<file path="src/shared/adc_pkg.sv">
// Purpose: Shared constants and types for the SAR converter control logic
// Assumes: 8-bit register port, registers at their byte offsets
// Notes: Offsets, field positions, reset values and timing counts live here
package adc_pkg;
    // Register offsets
    localparam logic [7:0] MODE_ADDR = 8'hD2;
    localparam logic [7:0] RESULT_HIGH_ADDR = 8'hD3;
    localparam logic [7:0] RESULT_LOW_ADDR = 8'hD4;
    localparam logic [7:0] REFERENCE_ADDR = 8'hD5;
    localparam logic [7:0] PORT1_CFG_ADDR = 8'hD6;
    localparam logic [7:0] PORT2_CFG_ADDR = 8'hD7;
    localparam logic [7:0] IRQ_ENABLE_ADDR = 8'h9A;
    localparam logic [7:0] IRQ_FLAG_ADDR = 8'hBF;
    // Field positions
    localparam int MODE_EN_BIT = 7;
    localparam int MODE_START_BIT = 6;
    localparam int MODE_EOC_BIT = 5;
    localparam int CTRL_RSV_BIT = 7;
    localparam int CTRL_CHAN_EN_BIT = 6;
    localparam int CTRL_CLK_LSB = 4;
    localparam int REF_EXT_BIT = 7;
    localparam int REF_PWM_BIT = 4;
    localparam int REF_VDD_BIT = 2;
    localparam int IRQ_ENABLE_BIT = 1;
    localparam int IRQ_FLAG_BIT = 0;
    // Values after reset
    localparam logic [3:0] CHANNEL_RESET = 4'h0;
    localparam logic [1:0] CLK_SEL_RESET = 2'h0;
    localparam logic [2:0] INT_REF_RESET = 3'h0;
    localparam logic [7:0] PORT_CFG_RESET = 8'h00;
    // Writable bits of the pin configuration registers
    localparam logic [7:0] PORT1_CFG_MASK = 8'hFE;
    localparam logic [7:0] PORT2_CFG_MASK = 8'h3F;
    // Channel map
    localparam int RESULT_BITS = 12;
    localparam int EXT_CHANNELS = 11;
    localparam logic [3:0] CH_OPAMP = 4'hB;
    localparam logic [3:0] CH_BATTERY = 4'hC;
    // Internal reference code that means the supply
    localparam logic [1:0] REF_SUPPLY = 2'h3;
    // Converter clock select codes and their divide ratios
    localparam logic [1:0] CLK_SEL_DIV16 = 2'h0;
    localparam logic [1:0] CLK_SEL_DIV8 = 2'h1;
    localparam logic [1:0] CLK_SEL_DIV1 = 2'h2;
    localparam logic [1:0] CLK_SEL_DIV2 = 2'h3;
    localparam logic [4:0] DIV_BY_16 = 5'h10;
    localparam logic [4:0] DIV_BY_8 = 5'h08;
    localparam logic [4:0] DIV_BY_1 = 5'h01;
    localparam logic [4:0] DIV_BY_2 = 5'h02;
    // Conversion timing in converter clocks
    localparam int STEP_TICKS = 4;
    localparam int CONV_STEPS = 16;
    localparam int CONV_TICKS = STEP_TICKS * CONV_STEPS;
    localparam int SAMPLE_STEPS = CONV_STEPS - RESULT_BITS;
    // Sequencer states
    typedef enum logic [1:0] {SEQ_IDLE, SEQ_SAMPLE, SEQ_CONVERT} seq_state_t;
endpackage

</file>
<file path="src/shared/sar_if.sv">
// Purpose: Link between register logic and the conversion sequencer
// Assumes: Both ends on the system clock
// Notes: start is a one-cycle request, abort a level held while disabled; done is a one-cycle pulse
`timescale 1ns/1ns
interface sar_if;
    logic start; // Begin a conversion
    logic abort; // Drop a running conversion
    logic [1:0] div_sel; // Converter clock select
    logic busy; // Conversion running
    logic done; // Conversion finished, result valid
    logic [adc_pkg::RESULT_BITS-1:0] result; // Finished code
    modport ctrl (output start, output abort, output div_sel,
        input busy, input done, input result);
    modport seq (input start, input abort, input div_sel,
        output busy, output done, output result);
endinterface

</file>
<file path="src/rtl/adc_control.sv">
// Purpose: Register file and control around a 12-bit SAR converter
// Assumes: Comparator, reference and input switches sit in the analog core
// Notes: Registers sit at byte offsets on a plain 8-bit port
//
// The strobed register port and the register offsets are this design's own decisions.
`timescale 1ns/1ns
module adc_control (
    input wire logic clock_i,
    input wire logic rst_n_i,
    // Register port
    input wire logic [7:0] addr_i,
    input wire logic [7:0] wdata_i,
    input wire logic wr_i,
    input wire logic rd_i,
    output logic [7:0] rdata_o,
    // System side
    input wire logic pwm_generator_enable_i,
    input wire logic irq_ack_i,
    output logic irq_o,
    output logic wake_o,
    // Analog core side
    input wire logic compare_i,
    output logic converter_enable_o,
    output logic sample_o,
    output logic [adc_pkg::RESULT_BITS-1:0] trial_code_o,
    output logic [3:0] channel_select_o,
    output logic [adc_pkg::EXT_CHANNELS-1:0] ext_channel_en_o,
    output logic opamp_channel_en_o,
    output logic battery_channel_en_o,
    output logic external_reference_select_o,
    output logic [1:0] internal_reference_select_o,
    // Pin isolation
    output logic [7:0] port1_analog_config_o,
    output logic [7:0] port2_analog_config_o
);
    import adc_pkg::*;

    sar_if link (); // Control to sequencer

    // Software-owned state
    logic converter_enable_r, converter_enable_nxt; // Converter on
    logic eoc_r, eoc_nxt; // End-of-conversion status
    logic [3:0] channel_select_r, channel_select_nxt; // Input code
    logic ctrl_rsv_r, ctrl_rsv_nxt; // Spare read/write bit
    logic global_channel_enable_r, global_channel_enable_nxt; // Input switch on
    logic [1:0] converter_clock_select_r, converter_clock_select_nxt; // Divider code
    logic external_reference_select_r, external_reference_select_nxt; // Reference pin
    logic pwm_trigger_enable_r, pwm_trigger_enable_nxt; // PWM start allowed
    logic [2:0] internal_reference_select_r, internal_reference_select_nxt; // Ref field
    logic [7:0] port1_analog_config_r, port1_analog_config_nxt; // Pin isolation
    logic [7:0] port2_analog_config_r, port2_analog_config_nxt; // Pin isolation
    logic converter_irq_enable_r, converter_irq_enable_nxt; // Interrupt gate
    logic converter_irq_flag_r, converter_irq_flag_nxt; // Interrupt request flag
    logic wake_r, wake_nxt; // Wake pulse
    logic [7:0] rdata_r, rdata_nxt; // Read data
    // Derived analog controls
    logic [EXT_CHANNELS-1:0] ext_channel_en_r, ext_channel_en_nxt;
    logic opamp_channel_en_r, opamp_channel_en_nxt;
    logic battery_channel_en_r, battery_channel_en_nxt;
    // Result buffer, deliberately without reset
    logic [RESULT_BITS-1:0] result_r, result_nxt;
    // Decoded accesses
    logic wr_mode; // Write to mode register
    logic sw_start; // Software start request
    logic pwm_start; // PWM start request
    logic [7:0] mode_read; // Mode register as read

    // Write decode and start requests
    always_comb begin
        wr_mode = wr_i && (addr_i == MODE_ADDR);
        // New enable value counts, so enable and start may share a write
        sw_start = wr_mode && wdata_i[MODE_START_BIT] && wdata_i[MODE_EN_BIT];
        // Level trigger: each finish is followed by a restart while PWM runs
        pwm_start = pwm_trigger_enable_r && converter_enable_r
            && pwm_generator_enable_i;
    end

    // Requests to the sequencer; it ignores start while busy
    assign link.start = (sw_start || pwm_start) && !link.busy;
    // Clearing the enable drops a running conversion
    assign link.abort = !converter_enable_r;
    assign link.div_sel = converter_clock_select_r;

    // Register writes and hardware events
    always_comb begin
        converter_enable_nxt = converter_enable_r;
        eoc_nxt = eoc_r;
        channel_select_nxt = channel_select_r;
        ctrl_rsv_nxt = ctrl_rsv_r;
        global_channel_enable_nxt = global_channel_enable_r;
        converter_clock_select_nxt = converter_clock_select_r;
        external_reference_select_nxt = external_reference_select_r;
        pwm_trigger_enable_nxt = pwm_trigger_enable_r;
        internal_reference_select_nxt = internal_reference_select_r;
        port1_analog_config_nxt = port1_analog_config_r;
        port2_analog_config_nxt = port2_analog_config_r;
        converter_irq_enable_nxt = converter_irq_enable_r;
        converter_irq_flag_nxt = converter_irq_flag_r;
        result_nxt = result_r;
        if (wr_i) begin
            case (addr_i)
                MODE_ADDR: begin
                    converter_enable_nxt = wdata_i[MODE_EN_BIT];
                    // Writing 1 to the status has no effect
                    if (!wdata_i[MODE_EOC_BIT]) begin
                        eoc_nxt = 1'b0;
                    end
                    channel_select_nxt = wdata_i[3:0];
                end
                RESULT_LOW_ADDR: begin
                    // Result nibble below is not writable
                    ctrl_rsv_nxt = wdata_i[CTRL_RSV_BIT];
                    global_channel_enable_nxt = wdata_i[CTRL_CHAN_EN_BIT];
                    converter_clock_select_nxt = wdata_i[CTRL_CLK_LSB +: 2];
                end
                REFERENCE_ADDR: begin
                    external_reference_select_nxt = wdata_i[REF_EXT_BIT];
                    pwm_trigger_enable_nxt = wdata_i[REF_PWM_BIT];
                    internal_reference_select_nxt = wdata_i[REF_VDD_BIT:0];
                end
                PORT1_CFG_ADDR: port1_analog_config_nxt = wdata_i & PORT1_CFG_MASK;
                PORT2_CFG_ADDR: port2_analog_config_nxt = wdata_i & PORT2_CFG_MASK;
                IRQ_ENABLE_ADDR: converter_irq_enable_nxt = wdata_i[IRQ_ENABLE_BIT];
                IRQ_FLAG_ADDR: begin
                    if (!wdata_i[IRQ_FLAG_BIT]) begin
                        converter_irq_flag_nxt = 1'b0;
                    end
                end
                default: begin
                    // Unmapped or read-only: nothing stored
                end
            endcase
        end
        // Service of the interrupt clears the flag without software
        if (irq_ack_i) begin
            converter_irq_flag_nxt = 1'b0;
        end
        // Completion beats any clear in the same cycle
        if (link.done) begin
            eoc_nxt = 1'b1;
            converter_irq_flag_nxt = 1'b1;
            result_nxt = link.result;
        end
    end

    // Channel switch decode, one enable per external input
    generate
        for (genvar ch = 0; ch < EXT_CHANNELS; ch++) begin : g_chan
            // Reserved codes match no input
            assign ext_channel_en_nxt[ch] = global_channel_enable_r
                && (channel_select_r == 4'(ch));
        end
    endgenerate

    // Internal sources share the same gate
    always_comb begin
        opamp_channel_en_nxt = global_channel_enable_r
            && (channel_select_r == CH_OPAMP);
        battery_channel_en_nxt = global_channel_enable_r
            && (channel_select_r == CH_BATTERY);
        // Wake only when the finish will be taken as an interrupt
        wake_nxt = link.done && converter_irq_enable_r;
    end

    // Read mux; status masked while busy, data only in the next cycle
    always_comb begin
        mode_read = {converter_enable_r, link.busy, eoc_r && !link.busy, 1'b0,
            channel_select_r};
        rdata_nxt = 8'h00;
        if (rd_i) begin
            case (addr_i)
                MODE_ADDR: rdata_nxt = mode_read;
                RESULT_HIGH_ADDR: rdata_nxt = result_r[RESULT_BITS-1:4];
                RESULT_LOW_ADDR: rdata_nxt = {ctrl_rsv_r, global_channel_enable_r,
                    converter_clock_select_r, result_r[3:0]};
                REFERENCE_ADDR: rdata_nxt = {external_reference_select_r, 2'h0,
                    pwm_trigger_enable_r, 1'b0, internal_reference_select_r};
                PORT1_CFG_ADDR: rdata_nxt = port1_analog_config_r;
                PORT2_CFG_ADDR: rdata_nxt = port2_analog_config_r;
                IRQ_ENABLE_ADDR: rdata_nxt = {6'h00, converter_irq_enable_r, 1'b0};
                IRQ_FLAG_ADDR: rdata_nxt = {7'h00, converter_irq_flag_r};
                default: rdata_nxt = 8'h00;
            endcase
        end
    end

    // Control registers with reset
    always_ff @(posedge clock_i) begin
        if (!rst_n_i) begin
            converter_enable_r <= 1'b0;
            eoc_r <= 1'b0;
            channel_select_r <= CHANNEL_RESET;
            ctrl_rsv_r <= 1'b0;
            global_channel_enable_r <= 1'b0;
            converter_clock_select_r <= CLK_SEL_RESET;
            external_reference_select_r <= 1'b0;
            pwm_trigger_enable_r <= 1'b0;
            internal_reference_select_r <= INT_REF_RESET;
            port1_analog_config_r <= PORT_CFG_RESET;
            port2_analog_config_r <= PORT_CFG_RESET;
            converter_irq_enable_r <= 1'b0;
            converter_irq_flag_r <= 1'b0;
            wake_r <= 1'b0;
            rdata_r <= 8'h00;
            ext_channel_en_r <= '0;
            opamp_channel_en_r <= 1'b0;
            battery_channel_en_r <= 1'b0;
        end else begin
            converter_enable_r <= converter_enable_nxt;
            eoc_r <= eoc_nxt;
            channel_select_r <= channel_select_nxt;
            ctrl_rsv_r <= ctrl_rsv_nxt;
            global_channel_enable_r <= global_channel_enable_nxt;
            converter_clock_select_r <= converter_clock_select_nxt;
            external_reference_select_r <= external_reference_select_nxt;
            pwm_trigger_enable_r <= pwm_trigger_enable_nxt;
            internal_reference_select_r <= internal_reference_select_nxt;
            port1_analog_config_r <= port1_analog_config_nxt;
            port2_analog_config_r <= port2_analog_config_nxt;
            converter_irq_enable_r <= converter_irq_enable_nxt;
            converter_irq_flag_r <= converter_irq_flag_nxt;
            wake_r <= wake_nxt;
            rdata_r <= rdata_nxt;
            ext_channel_en_r <= ext_channel_en_nxt;
            opamp_channel_en_r <= opamp_channel_en_nxt;
            battery_channel_en_r <= battery_channel_en_nxt;
        end
    end

    // Result buffer keeps no reset value, so it is unknown until filled
    always_ff @(posedge clock_i) begin
        result_r <= result_nxt;
    end

    // Timing, divider and bit search
    sar_sequencer u_seq (
        .clock_i(clock_i),
        .rst_n_i(rst_n_i),
        .ctl(link.seq),
        .compare_i(compare_i),
        .trial_code_o(trial_code_o),
        .sample_o(sample_o)
    );

    // Interrupt request straight from registers
    assign irq_o = converter_irq_enable_r && converter_irq_flag_r;
    assign wake_o = wake_r;
    assign rdata_o = rdata_r;
    // No clock gating here, so conversions run on through idle
    assign converter_enable_o = converter_enable_r;
    assign channel_select_o = channel_select_r;
    assign ext_channel_en_o = ext_channel_en_r;
    assign opamp_channel_en_o = opamp_channel_en_r;
    assign battery_channel_en_o = battery_channel_en_r;
    // Reference: pin when external, else field; top field bit forces supply
    assign external_reference_select_o = external_reference_select_r;
    assign internal_reference_select_o = internal_reference_select_r[REF_VDD_BIT]
        ? REF_SUPPLY : internal_reference_select_r[1:0];
    // A set bit isolates the digital input buffer of that pin
    assign port1_analog_config_o = port1_analog_config_r;
    assign port2_analog_config_o = port2_analog_config_r;
endmodule

</file>
<file path="src/rtl/sar_sequencer.sv">
// Purpose: Divides the clock, times the conversion, runs the bit search
// Assumes: Comparator high when input is above the trial code
// Notes: 16 steps of 4 converter clocks; first 4 steps sample
`timescale 1ns/1ns
module sar_sequencer (
    input wire logic clock_i,
    input wire logic rst_n_i,
    sar_if.seq ctl,
    input wire logic compare_i,
    output logic [adc_pkg::RESULT_BITS-1:0] trial_code_o,
    output logic sample_o
);
    import adc_pkg::*;
    localparam int TICK_W = $clog2(CONV_TICKS);
    localparam int PHASE_W = $clog2(STEP_TICKS);
    localparam logic [PHASE_W-1:0] LAST_PHASE = PHASE_W'(STEP_TICKS - 1);
    localparam logic [TICK_W-PHASE_W-1:0] LAST_SAMPLE = (TICK_W-PHASE_W)'(SAMPLE_STEPS - 1);
    localparam logic [RESULT_BITS-1:0] MSB = {1'b1, {(RESULT_BITS-1){1'b0}}};

    // Total converter clock count must be a power of two and leave at least one sampling step
    if (CONV_TICKS != (1 << TICK_W) || SAMPLE_STEPS < 1) begin : g_timing_check
        $error("sar_sequencer: timing constants not supported");
    end

    seq_state_t state_r, state_nxt; // Sequencer state
    logic [4:0] div_r, div_nxt; // Latched divide ratio
    logic [4:0] pre_r, pre_nxt; // Prescaler
    logic [TICK_W-1:0] tick_r, tick_nxt; // Converter clock count
    logic [RESULT_BITS-1:0] sar_r, sar_nxt; // Trial code
    logic [RESULT_BITS-1:0] mask_r, mask_nxt; // Bit under test
    logic [RESULT_BITS-1:0] result_r, result_nxt; // Finished code
    logic done_r, done_nxt; // Finish pulse
    logic cmp_meta_r; // First sync stage, read only by the second
    logic cmp_sync_r; // Comparator, safe to use
    logic tick; // One converter clock elapsed
    logic [RESULT_BITS-1:0] decided; // Code with current bit decided

    // Next-state logic
    always_comb begin
        state_nxt = state_r;
        div_nxt = div_r;
        pre_nxt = pre_r;
        tick_nxt = tick_r;
        sar_nxt = sar_r;
        mask_nxt = mask_r;
        result_nxt = result_r;
        done_nxt = 1'b0;
        tick = (pre_r == div_r - 5'h01);
        decided = cmp_sync_r ? sar_r : (sar_r & ~mask_r);
        case (state_r)
            SEQ_IDLE: begin
                if (ctl.start) begin
                    case (ctl.div_sel)
                        CLK_SEL_DIV16: div_nxt = DIV_BY_16;
                        CLK_SEL_DIV8: div_nxt = DIV_BY_8;
                        CLK_SEL_DIV1: div_nxt = DIV_BY_1;
                        default: div_nxt = DIV_BY_2;
                    endcase
                    pre_nxt = 5'h00;
                    tick_nxt = '0;
                    sar_nxt = '0;
                    mask_nxt = '0;
                    state_nxt = SEQ_SAMPLE;
                end
            end
            SEQ_SAMPLE, SEQ_CONVERT: begin
                if (ctl.abort) begin
                    state_nxt = SEQ_IDLE;
                end else if (!tick) begin
                    pre_nxt = pre_r + 5'h01;
                end else begin
                    pre_nxt = 5'h00;
                    tick_nxt = tick_r + 1'b1;
                    if (tick_r[PHASE_W-1:0] == LAST_PHASE) begin
                        if (state_r == SEQ_SAMPLE) begin
                            // Sampling over: test the top bit first
                            if (tick_r[TICK_W-1:PHASE_W] == LAST_SAMPLE) begin
                                sar_nxt = MSB;
                                mask_nxt = MSB;
                                state_nxt = SEQ_CONVERT;
                            end
                        end else if (mask_r[0]) begin
                            // Last bit decided at the 64th converter clock
                            result_nxt = decided;
                            done_nxt = 1'b1;
                            state_nxt = SEQ_IDLE;
                        end else begin
                            sar_nxt = decided | (mask_r >> 1);
                            mask_nxt = mask_r >> 1;
                        end
                    end
                end
            end
            default: state_nxt = SEQ_IDLE;
        endcase
    end

    // State registers
    always_ff @(posedge clock_i) begin
        if (!rst_n_i) begin
            state_r <= SEQ_IDLE;
            div_r <= DIV_BY_16;
            pre_r <= 5'h00;
            tick_r <= '0;
            sar_r <= '0;
            mask_r <= '0;
            result_r <= '0;
            done_r <= 1'b0;
            cmp_meta_r <= 1'b0;
            cmp_sync_r <= 1'b0;
        end else begin
            state_r <= state_nxt;
            div_r <= div_nxt;
            pre_r <= pre_nxt;
            tick_r <= tick_nxt;
            sar_r <= sar_nxt;
            mask_r <= mask_nxt;
            result_r <= result_nxt;
            done_r <= done_nxt;
            cmp_meta_r <= compare_i;
            cmp_sync_r <= cmp_meta_r;
        end
    end

    assign ctl.busy = (state_r != SEQ_IDLE);
    assign ctl.done = done_r;
    assign ctl.result = result_r;
    assign trial_code_o = sar_r;
    assign sample_o = (state_r == SEQ_SAMPLE);
endmodule

</file>
<file path="config.mk">
export PLATFORM = sky130hd
export DESIGN_NAME = adc_control
export DESIGN_NICKNAME = d
export VERILOG_FILES = /design/src/shared/adc_pkg.sv /design/src/shared/sar_if.sv /design/src/rtl/adc_control.sv /design/src/rtl/sar_sequencer.sv
export SDC_FILE = /design/constraint.sdc
export NUM_CORES = 1
export LEC_CHECK = 0
export BUFFER_PORTS_ARGS = -buffer_cell sky130_fd_sc_hd__buf_2
export CAP_MARGIN = 20
export CORE_ASPECT_RATIO = 1.4
export CORE_MARGIN = 10
export CORE_UTILIZATION = 50
export DETAILED_ROUTE_END_ITERATION = 6
export PLACE_DENSITY = 0.71
export SETUP_SLACK_MARGIN = 0.1
export SYNTH_ARGS = -nofsm -noshare
export SYNTH_HDL_FRONTEND = slang
export SYNTH_SLANG_ARGS = --single-unit
</file>
<file path="constraint.sdc">
create_clock -name clock_i -period 2.8 [get_ports clock_i]
set_clock_uncertainty 0.1 [all_clocks]
set_input_delay 0.7 -clock clock_i [delete_from_list [all_inputs] [get_ports clock_i]]
set_output_delay 0.7 -clock clock_i [all_outputs]
set_load 0.005 [all_outputs]
</file>
==> results.yml, run 1 <==
outcome:
  status: "complete, but fails checks"
  violations: "DRC"
logic_synthesis:
  ys_seq_elements: 120
  yosysUniqueCellTypes: 63
  synth-edff-count: 12
  seq_area_frac_synth: 0.450
  synth_largest_area_cell: "dfxtp_1"
  synth-async-reset-ratio: 0
  synthTopCellsByArea: "dfxtp_1, edfxtp_1, nand2_1, a21oi_1, mux2i_1"
  netlist_area_mm2: 0.00561
  postSynthCellCount: 630
  yosysTopAreaCellShare: 0.385
  netlist_top_cells_count: "dfxtp_1, nand2_1, a21oi_1"
  synth.most_common_cell: "dfxtp_1"
  avgSynthCellArea_um2: 8.91
  ys.flop_type: "dfxtp_1"
  yosys_warnings: 0
clock_tree:
  post_cts_buffers: 0
  cts-root-buf: "clkbuf_16"
  cts.path.max_buffers: 2
  cts_tree: "built"
  cts.sinks: 120
  path_clk_slew_ns: 0.06
  cts_buffers: 17
  htree_levels: 4
  clk_latency_ns: 0.41
setup_path:
  rr_worst_depth: 8
  critPathLaunchType: "flip-flop"
  path_cells: "inv_1, ha_1, ha_1, xor2_1, nand4_1, or4_1, a32oi_2, mux2i_1"
  cp_num_cells: 8
  cpMaxStageDelayCell: "or4_1"
  crit_top_cell: "ha_1"
  endpoint_kind: "flip-flop"
  reg2reg_from: "u_seq.div_r[0]"
  cp.arrival_ns: 2.80
  critPathBufInv: 1
  cp.required_ns: 3.05
  path_max_fanout: 3
  cp_slowest_stage_delay_ns: 0.58
  crit_path_start: "u_seq.div_r[0]"
  cp_top_family: "simple AND/OR/NAND/NOR gates"
  path_class: "flip-flop to flip-flop"
timing:
  fin_tns_setup_ns: 0
  slew-limit-headroom: 0.586
  setup_viol: 0
  hold_viol: 0
  rsz0062_at_grt: "false"
  fin_crit_sh: 0.910
  tightest_slew_ns: 0.621
  slew_violations: 0
  clock.fmax_ghz: 0.392
  period_minus_slack_ns: 2.55
  worst_slack_ns: 0.251
cells_and_area:
  drive_gt1_frac: 0.230
  area_growth_pct: 21.8
  num-nets-final: 742
  fin_util: 0.625
  antenna_cells: 0
  n_fill_cell: 947
route:
  routedWlPerCell_um: 18.2
  first_pass_iters: 7
  drc: 2
  wirelength_um: 15700
  num_vias: 5179
  drtIter0Drc: 334
  vias_per_cell: 5.99
  ant_nets: 0
die:
  fp.dieH_um: 145
  io_pins: 83
  fp.dieW_um: 110
  coreArea_mm2: 0.0109
  row_count: 45
  die_area_mm2: 0.0159
  initial_utilization: 0.514
placed_design:
  dpl.hpwl_um: 10900
  io_buffers: 79
  place_ws_ns: 0.133
  gp_congestion: 0.887
hold_path:
  hold_start: "u_seq.ctl.result[10]"
  hold_class: "flip-flop to flip-flop"
  hold_depth: 0
flow_run:
  maxCapViolCount: 0
global_routing:
  grt_antenna_before_repair: 0
  grt_pass1_wl_um: 25700
  track_usage: 0.198
  gr-total-overflow: 0
  grt_max_degree: 42
  grt_pass1_vias: 5151
pwr:
  vdd_ir_drop_max_uv: 556
  powerDensity_mw_per_mm2: 587
  power_leakage_nw: 2.64
  power.total_mw: 4.01
[registers in the layout, indices dropped and copies added, names as in the netlist, 2 cells and up]
register / cells
rdata_o: 8
u_seq.state_r: 2
port1_analog_config_o: 7
u_seq.mask_r: 12
ext_channel_en_o: 11
channel_select_o: 4
internal_reference_select_r: 3
u_seq.div_r: 4
u_seq.pre_r: 5
u_seq.ctl.result: 12
u_seq.tick_r: 6
u_seq.trial_code_o: 12
result_r: 12
port2_analog_config_o: 6
converter_clock_select_r: 2
[placed cells by master (no fill, tap or decap), types with 24 or more instances in the layout]
master,count
buf_4,26
nor2_1,41
o31ai_1,27
dfxtp_1,108
buf_2,80
a21oi_1,47
nand2_1,66
nand2b_1,27
mux2i_1,24
o21ai_0,32
nand4_1,29
[through the flow]
| step | cells | hold slack [ns] | area, um^2 |
|---|---|---|---|
| 2_1_floorplan | 632 | 0.308 | 5620 |
| 3_3_place_gp | 831 | 0.313 | 6230 |
| 3_5_place_dp | 831 | 0.316 | 6230 |
| 4_1_cts | 863 | 0.328 | 6810 |
| 5_1_grt | 864 | 0.332 | 6830 |
| 6_report | 864 | 0.327 | 6830 |
[power breakdown]
part / switching (mW) / internal, mW / leakage, nW / total (mW)
Combinational: 0.115 / 0.0566 / 1.41 / 0.172
Sequential: 0.00317 / 1.73 / 0.952 / 1.74
Clock: 0.879 / 1.22 / 0.283 / 2.10
[worst register-to-register path, delay by kind of cell (launching register included)]
kind | cells | cell delay [ns]
AOI/OAI and AO/OA | 1 | 0.29
xor gates and xnor gates | 1 | 0.16
adders and majority gates | 2 | 0.56
buffers and inverters | 1 | 0.06
DFF | 1 | 0.36
muxes | 1 | 0.20
and+or+nand+nor | 2 | 0.74
[worst paths after layout]
path / end / slack, ns
setup / recovery: u_seq.state_r[0] / 0.25
hold / removal: result_r[10] / 0.33
setup reg to reg: u_seq.state_r[0] / 0.25
hold reg to reg: result_r[10] / 0.33
[layout make-up]
cell class	instances	area [um^2]	share of cell area
clock buffer	18	450	0.0659
timing repair buffer	110	658	0.0963
clock inverter	14	129	0.0189
multi-input combinational	447	2840	0.416
tap	141	176	0.0258
sequential	120	2520	0.369
inverter	14	52.6	0.00769
[metal layers]
metal,global-route usage,wire length (um),vias to the layer above
met4,0.0822,413,0
met1,0.234,6180,2423
li1,-,-,2473
met2,0.319,7670,240
met5,0,0,-
met3,0.0602,1460,43
[cells by family after synthesis]
| family | count (synthesis) | synth area share |
|---|---|---|
| flops | 120 | 0.450 |
| buf+inv | 65 | 0.0488 |
| compound gates | 153 | 0.169 |
| other cells | 1 | 0.000668 |
| mux | 35 | 0.0669 |
| xor+xnor | 5 | 0.0103 |
| simple gates | 242 | 0.235 |
| fa+ha+maj | 9 | 0.0201 |
[timing repair]
action / CTS / global route
hold buffers: 0 / 0
endpoints found under the setup margin: 0 / 17
resized for setup: 0 / 5
Power figures use the tool's default switching activity.
==> run 2: changes to the inputs <==
--- a/config.mk
+++ b/config.mk
@@ -10,6 +10,7 @@
 export CORE_ASPECT_RATIO = 1.4
 export CORE_MARGIN = 10
 export CORE_UTILIZATION = 50
+export CTS_BUF_LIST = sky130_fd_sc_hd__clkbuf_4 sky130_fd_sc_hd__clkbuf_8
 export DETAILED_ROUTE_END_ITERATION = 6
 export PLACE_DENSITY = 0.71
 export SETUP_SLACK_MARGIN = 0.1
==> run 2 against run 1 <==
Net effect:
- the run now ends clean
- design area shrank 2.9%
- sequential share of layout area grew 1.1 points
- critical path depth grew 1
- flip-flop and latch count is the same
- fmax shrank 0.14%
- routed wire length shrank 1.9%
- combinational power is essentially flat
- power shrank 14%
- setup slack lost 0.0035 ns
- via count shrank 1.1%
- first-iteration DRC count shrank 10%
==> results.yml, run 2 (same netlist as run 1, synthesis figures left out) <==
outcome:
  status: "completed"
die:
  row_count: 45
  coreArea_mm2: 0.0109
  fp.dieH_um: 145
  initial_utilization: 0.514
  io_pins: 83
  fp.dieW_um: 110
  die_area_mm2: 0.0159
setup_path:
  cp.required_ns: 3.07
  cp_num_cells: 9
  path_cells: "inv_1, ha_1, ha_1, xor2_2, and4_1, a21oi_1, buf_6, or4_1, a21oi_1"
  path_max_fanout: 23
  reg2reg_from: "u_seq.div_r[0]"
  critPathBufInv: 2
  timing.rr.end: "u_seq.mask_r[7]"
  rr_worst_depth: 9
  cp_top_family: "simple AND/OR/NAND/NOR gates"
  cp.arrival_ns: 2.82
  path_class: "flip-flop to flip-flop"
  cpMaxStageDelayCell: "or4_1"
  cp_slowest_stage_delay_ns: 0.53
  reg2reg_setup_slack_ns: 0.25
  critPathLaunchType: "flip-flop"
  endpoint_kind: "flip-flop"
route:
  wl_met1_um: 6250
  drc: 0
  met2_length_um: 7450
  vias_per_cell: 5.93
  wirelength_um: 15400
  first_pass_iters: 4
  routedWlPerCell_um: 17.9
  num_vias: 5120
  route.met3.wl_um: 1340
  ant_nets: 0
  top_layer: "met4"
  drtIter0Drc: 299
hold_path:
  min_to: "result_r[10]"
  hold_class: "flip-flop to flip-flop"
  hold_depth: 0
  hold_start: "u_seq.ctl.result[10]"
global_routing:
  grt_max_degree: 42
  grt_antenna_before_repair: 0
  track_usage: 0.193
  gr-total-overflow: 0
  grt_pass1_wl_um: 25100
  grt_pass1_vias: 4958
placed_design:
  dpl.hpwl_um: 10900
  gp_congestion: 0.887
  io_buffers: 79
pwr:
  powerDensity_mw_per_mm2: 520
  power_leakage_nw: 2.55
  power.total_mw: 3.45
  vdd_ir_drop_max_uv: 269
cells_and_area:
  antenna_cells: 0
  layout_commonest_cell: "dfxtp_1"
  area_growth_pct: 18.2
  num-nets-final: 741
  drive_gt1_frac: 0.229
  layout_common_cells: "dfxtp_1, buf_2, nand2_1"
timing:
  setup_viol: 0
  fin_crit_sh: 0.912
  period_minus_slack_ns: 2.55
  clock.fmax_ghz: 0.392
  slew_violations: 0
  fin_tns_setup_ns: 0
  slew-limit-headroom: 0.576
  tightest_slew_ns: 0.636
  rsz0062_at_grt: "false"
  hold_viol: 0
clock_tree:
  cts.sinks: 120
  cts.path.max_buffers: 2
  htree_levels: 4
  cts-root-buf: "clkbuf_8"
  hold_buffers: 0
  path_clk_slew_ns: 0.08
  cts_tree: "built"
  cts_buffers: 17
  clk_latency_ns: 0.45
flow_run:
  maxCapViolCount: 0
==> run 2: changes by cell type in the layout (fill, tap and decap cells not counted), sizes merged <==
cell	change
buf	-1
bufinv	+1
clkbuf	-1
==> run 2: worst max-delay path by stage <==
| stage | start | endpoint |
|---|---|---|
| floorplan | u_seq.div_r[0] | u_seq.state_r[0] |
| global placement | addr_i[0] | u_seq.mask_r[2] |
| detailed placement | addr_i[0] | u_seq.mask_r[7] |
| CTS | u_seq.div_r[0] | u_seq.mask_r[7] |
| global route | u_seq.div_r[0] | u_seq.mask_r[5] |
| finish | u_seq.div_r[0] | u_seq.mask_r[7] |
==> run 2: worst reg2reg max path: stages, from the launching register on <==
cell	delay [ns]
dfxtp_2	0.35
inv_1	0.05
ha_1	0.23
ha_1	0.35
xor2_2	0.15
and4_1	0.23
a21oi_1	0.13
buf_6	0.19
or4_1	0.53
a21oi_1	0.17
==> run 2: final cells by class <==
| cell class | instances | area [um^2] |
|---|---|---|
| Clock buffer | 17 | 234 |
| Multi-Input combinational cell | 447 | 2840 |
| Sequential cell | 120 | 2520 |
| Timing Repair Buffer | 109 | 649 |
| Fill cell | 969 | 4290 |
| Inverter | 14 | 52.6 |
| Tap cell | 141 | 176 |
| Clock inverter | 15 | 159 |
==> run 2: per-stage QoR <==
stage | worst slack [ns] | instance area [um^2] | std cells | util | hold WS (ns)
floorplan | 0.276 | 5620 | 632 | - | 0.308
global placement | 0.186 | 6230 | 831 | 0.570 | 0.313
detailed placement | 0.133 | 6230 | 831 | 0.570 | 0.316
CTS | 0.181 | 6620 | 863 | 0.606 | 0.335
global route | 0.108 | 6630 | 863 | 0.607 | 0.334
finish | 0.248 | 6630 | 863 | 0.607 | 0.332
==> run 2: what timing repair did <==
| action | in CTS | in global routing |
|---|---|---|
| setup endpoints to repair | 0 | 20 |
| gates resized for setup | 0 | 4 |
| setup buffers | 0 | 0 |
==> run 2: metal layers <==
layer	vias up	global-route usage
met5	-	0
met4	0	0.0796
met3	33	0.0549
met2	214	0.307
met1	2415	0.236
li1	2458	-
==> run 2: power by group <==
part	internal [mW]	switching [mW]
sequential	1.73	0.00305
combinational	0.0559	0.114
clock	0.738	0.808
total	2.52	0.924
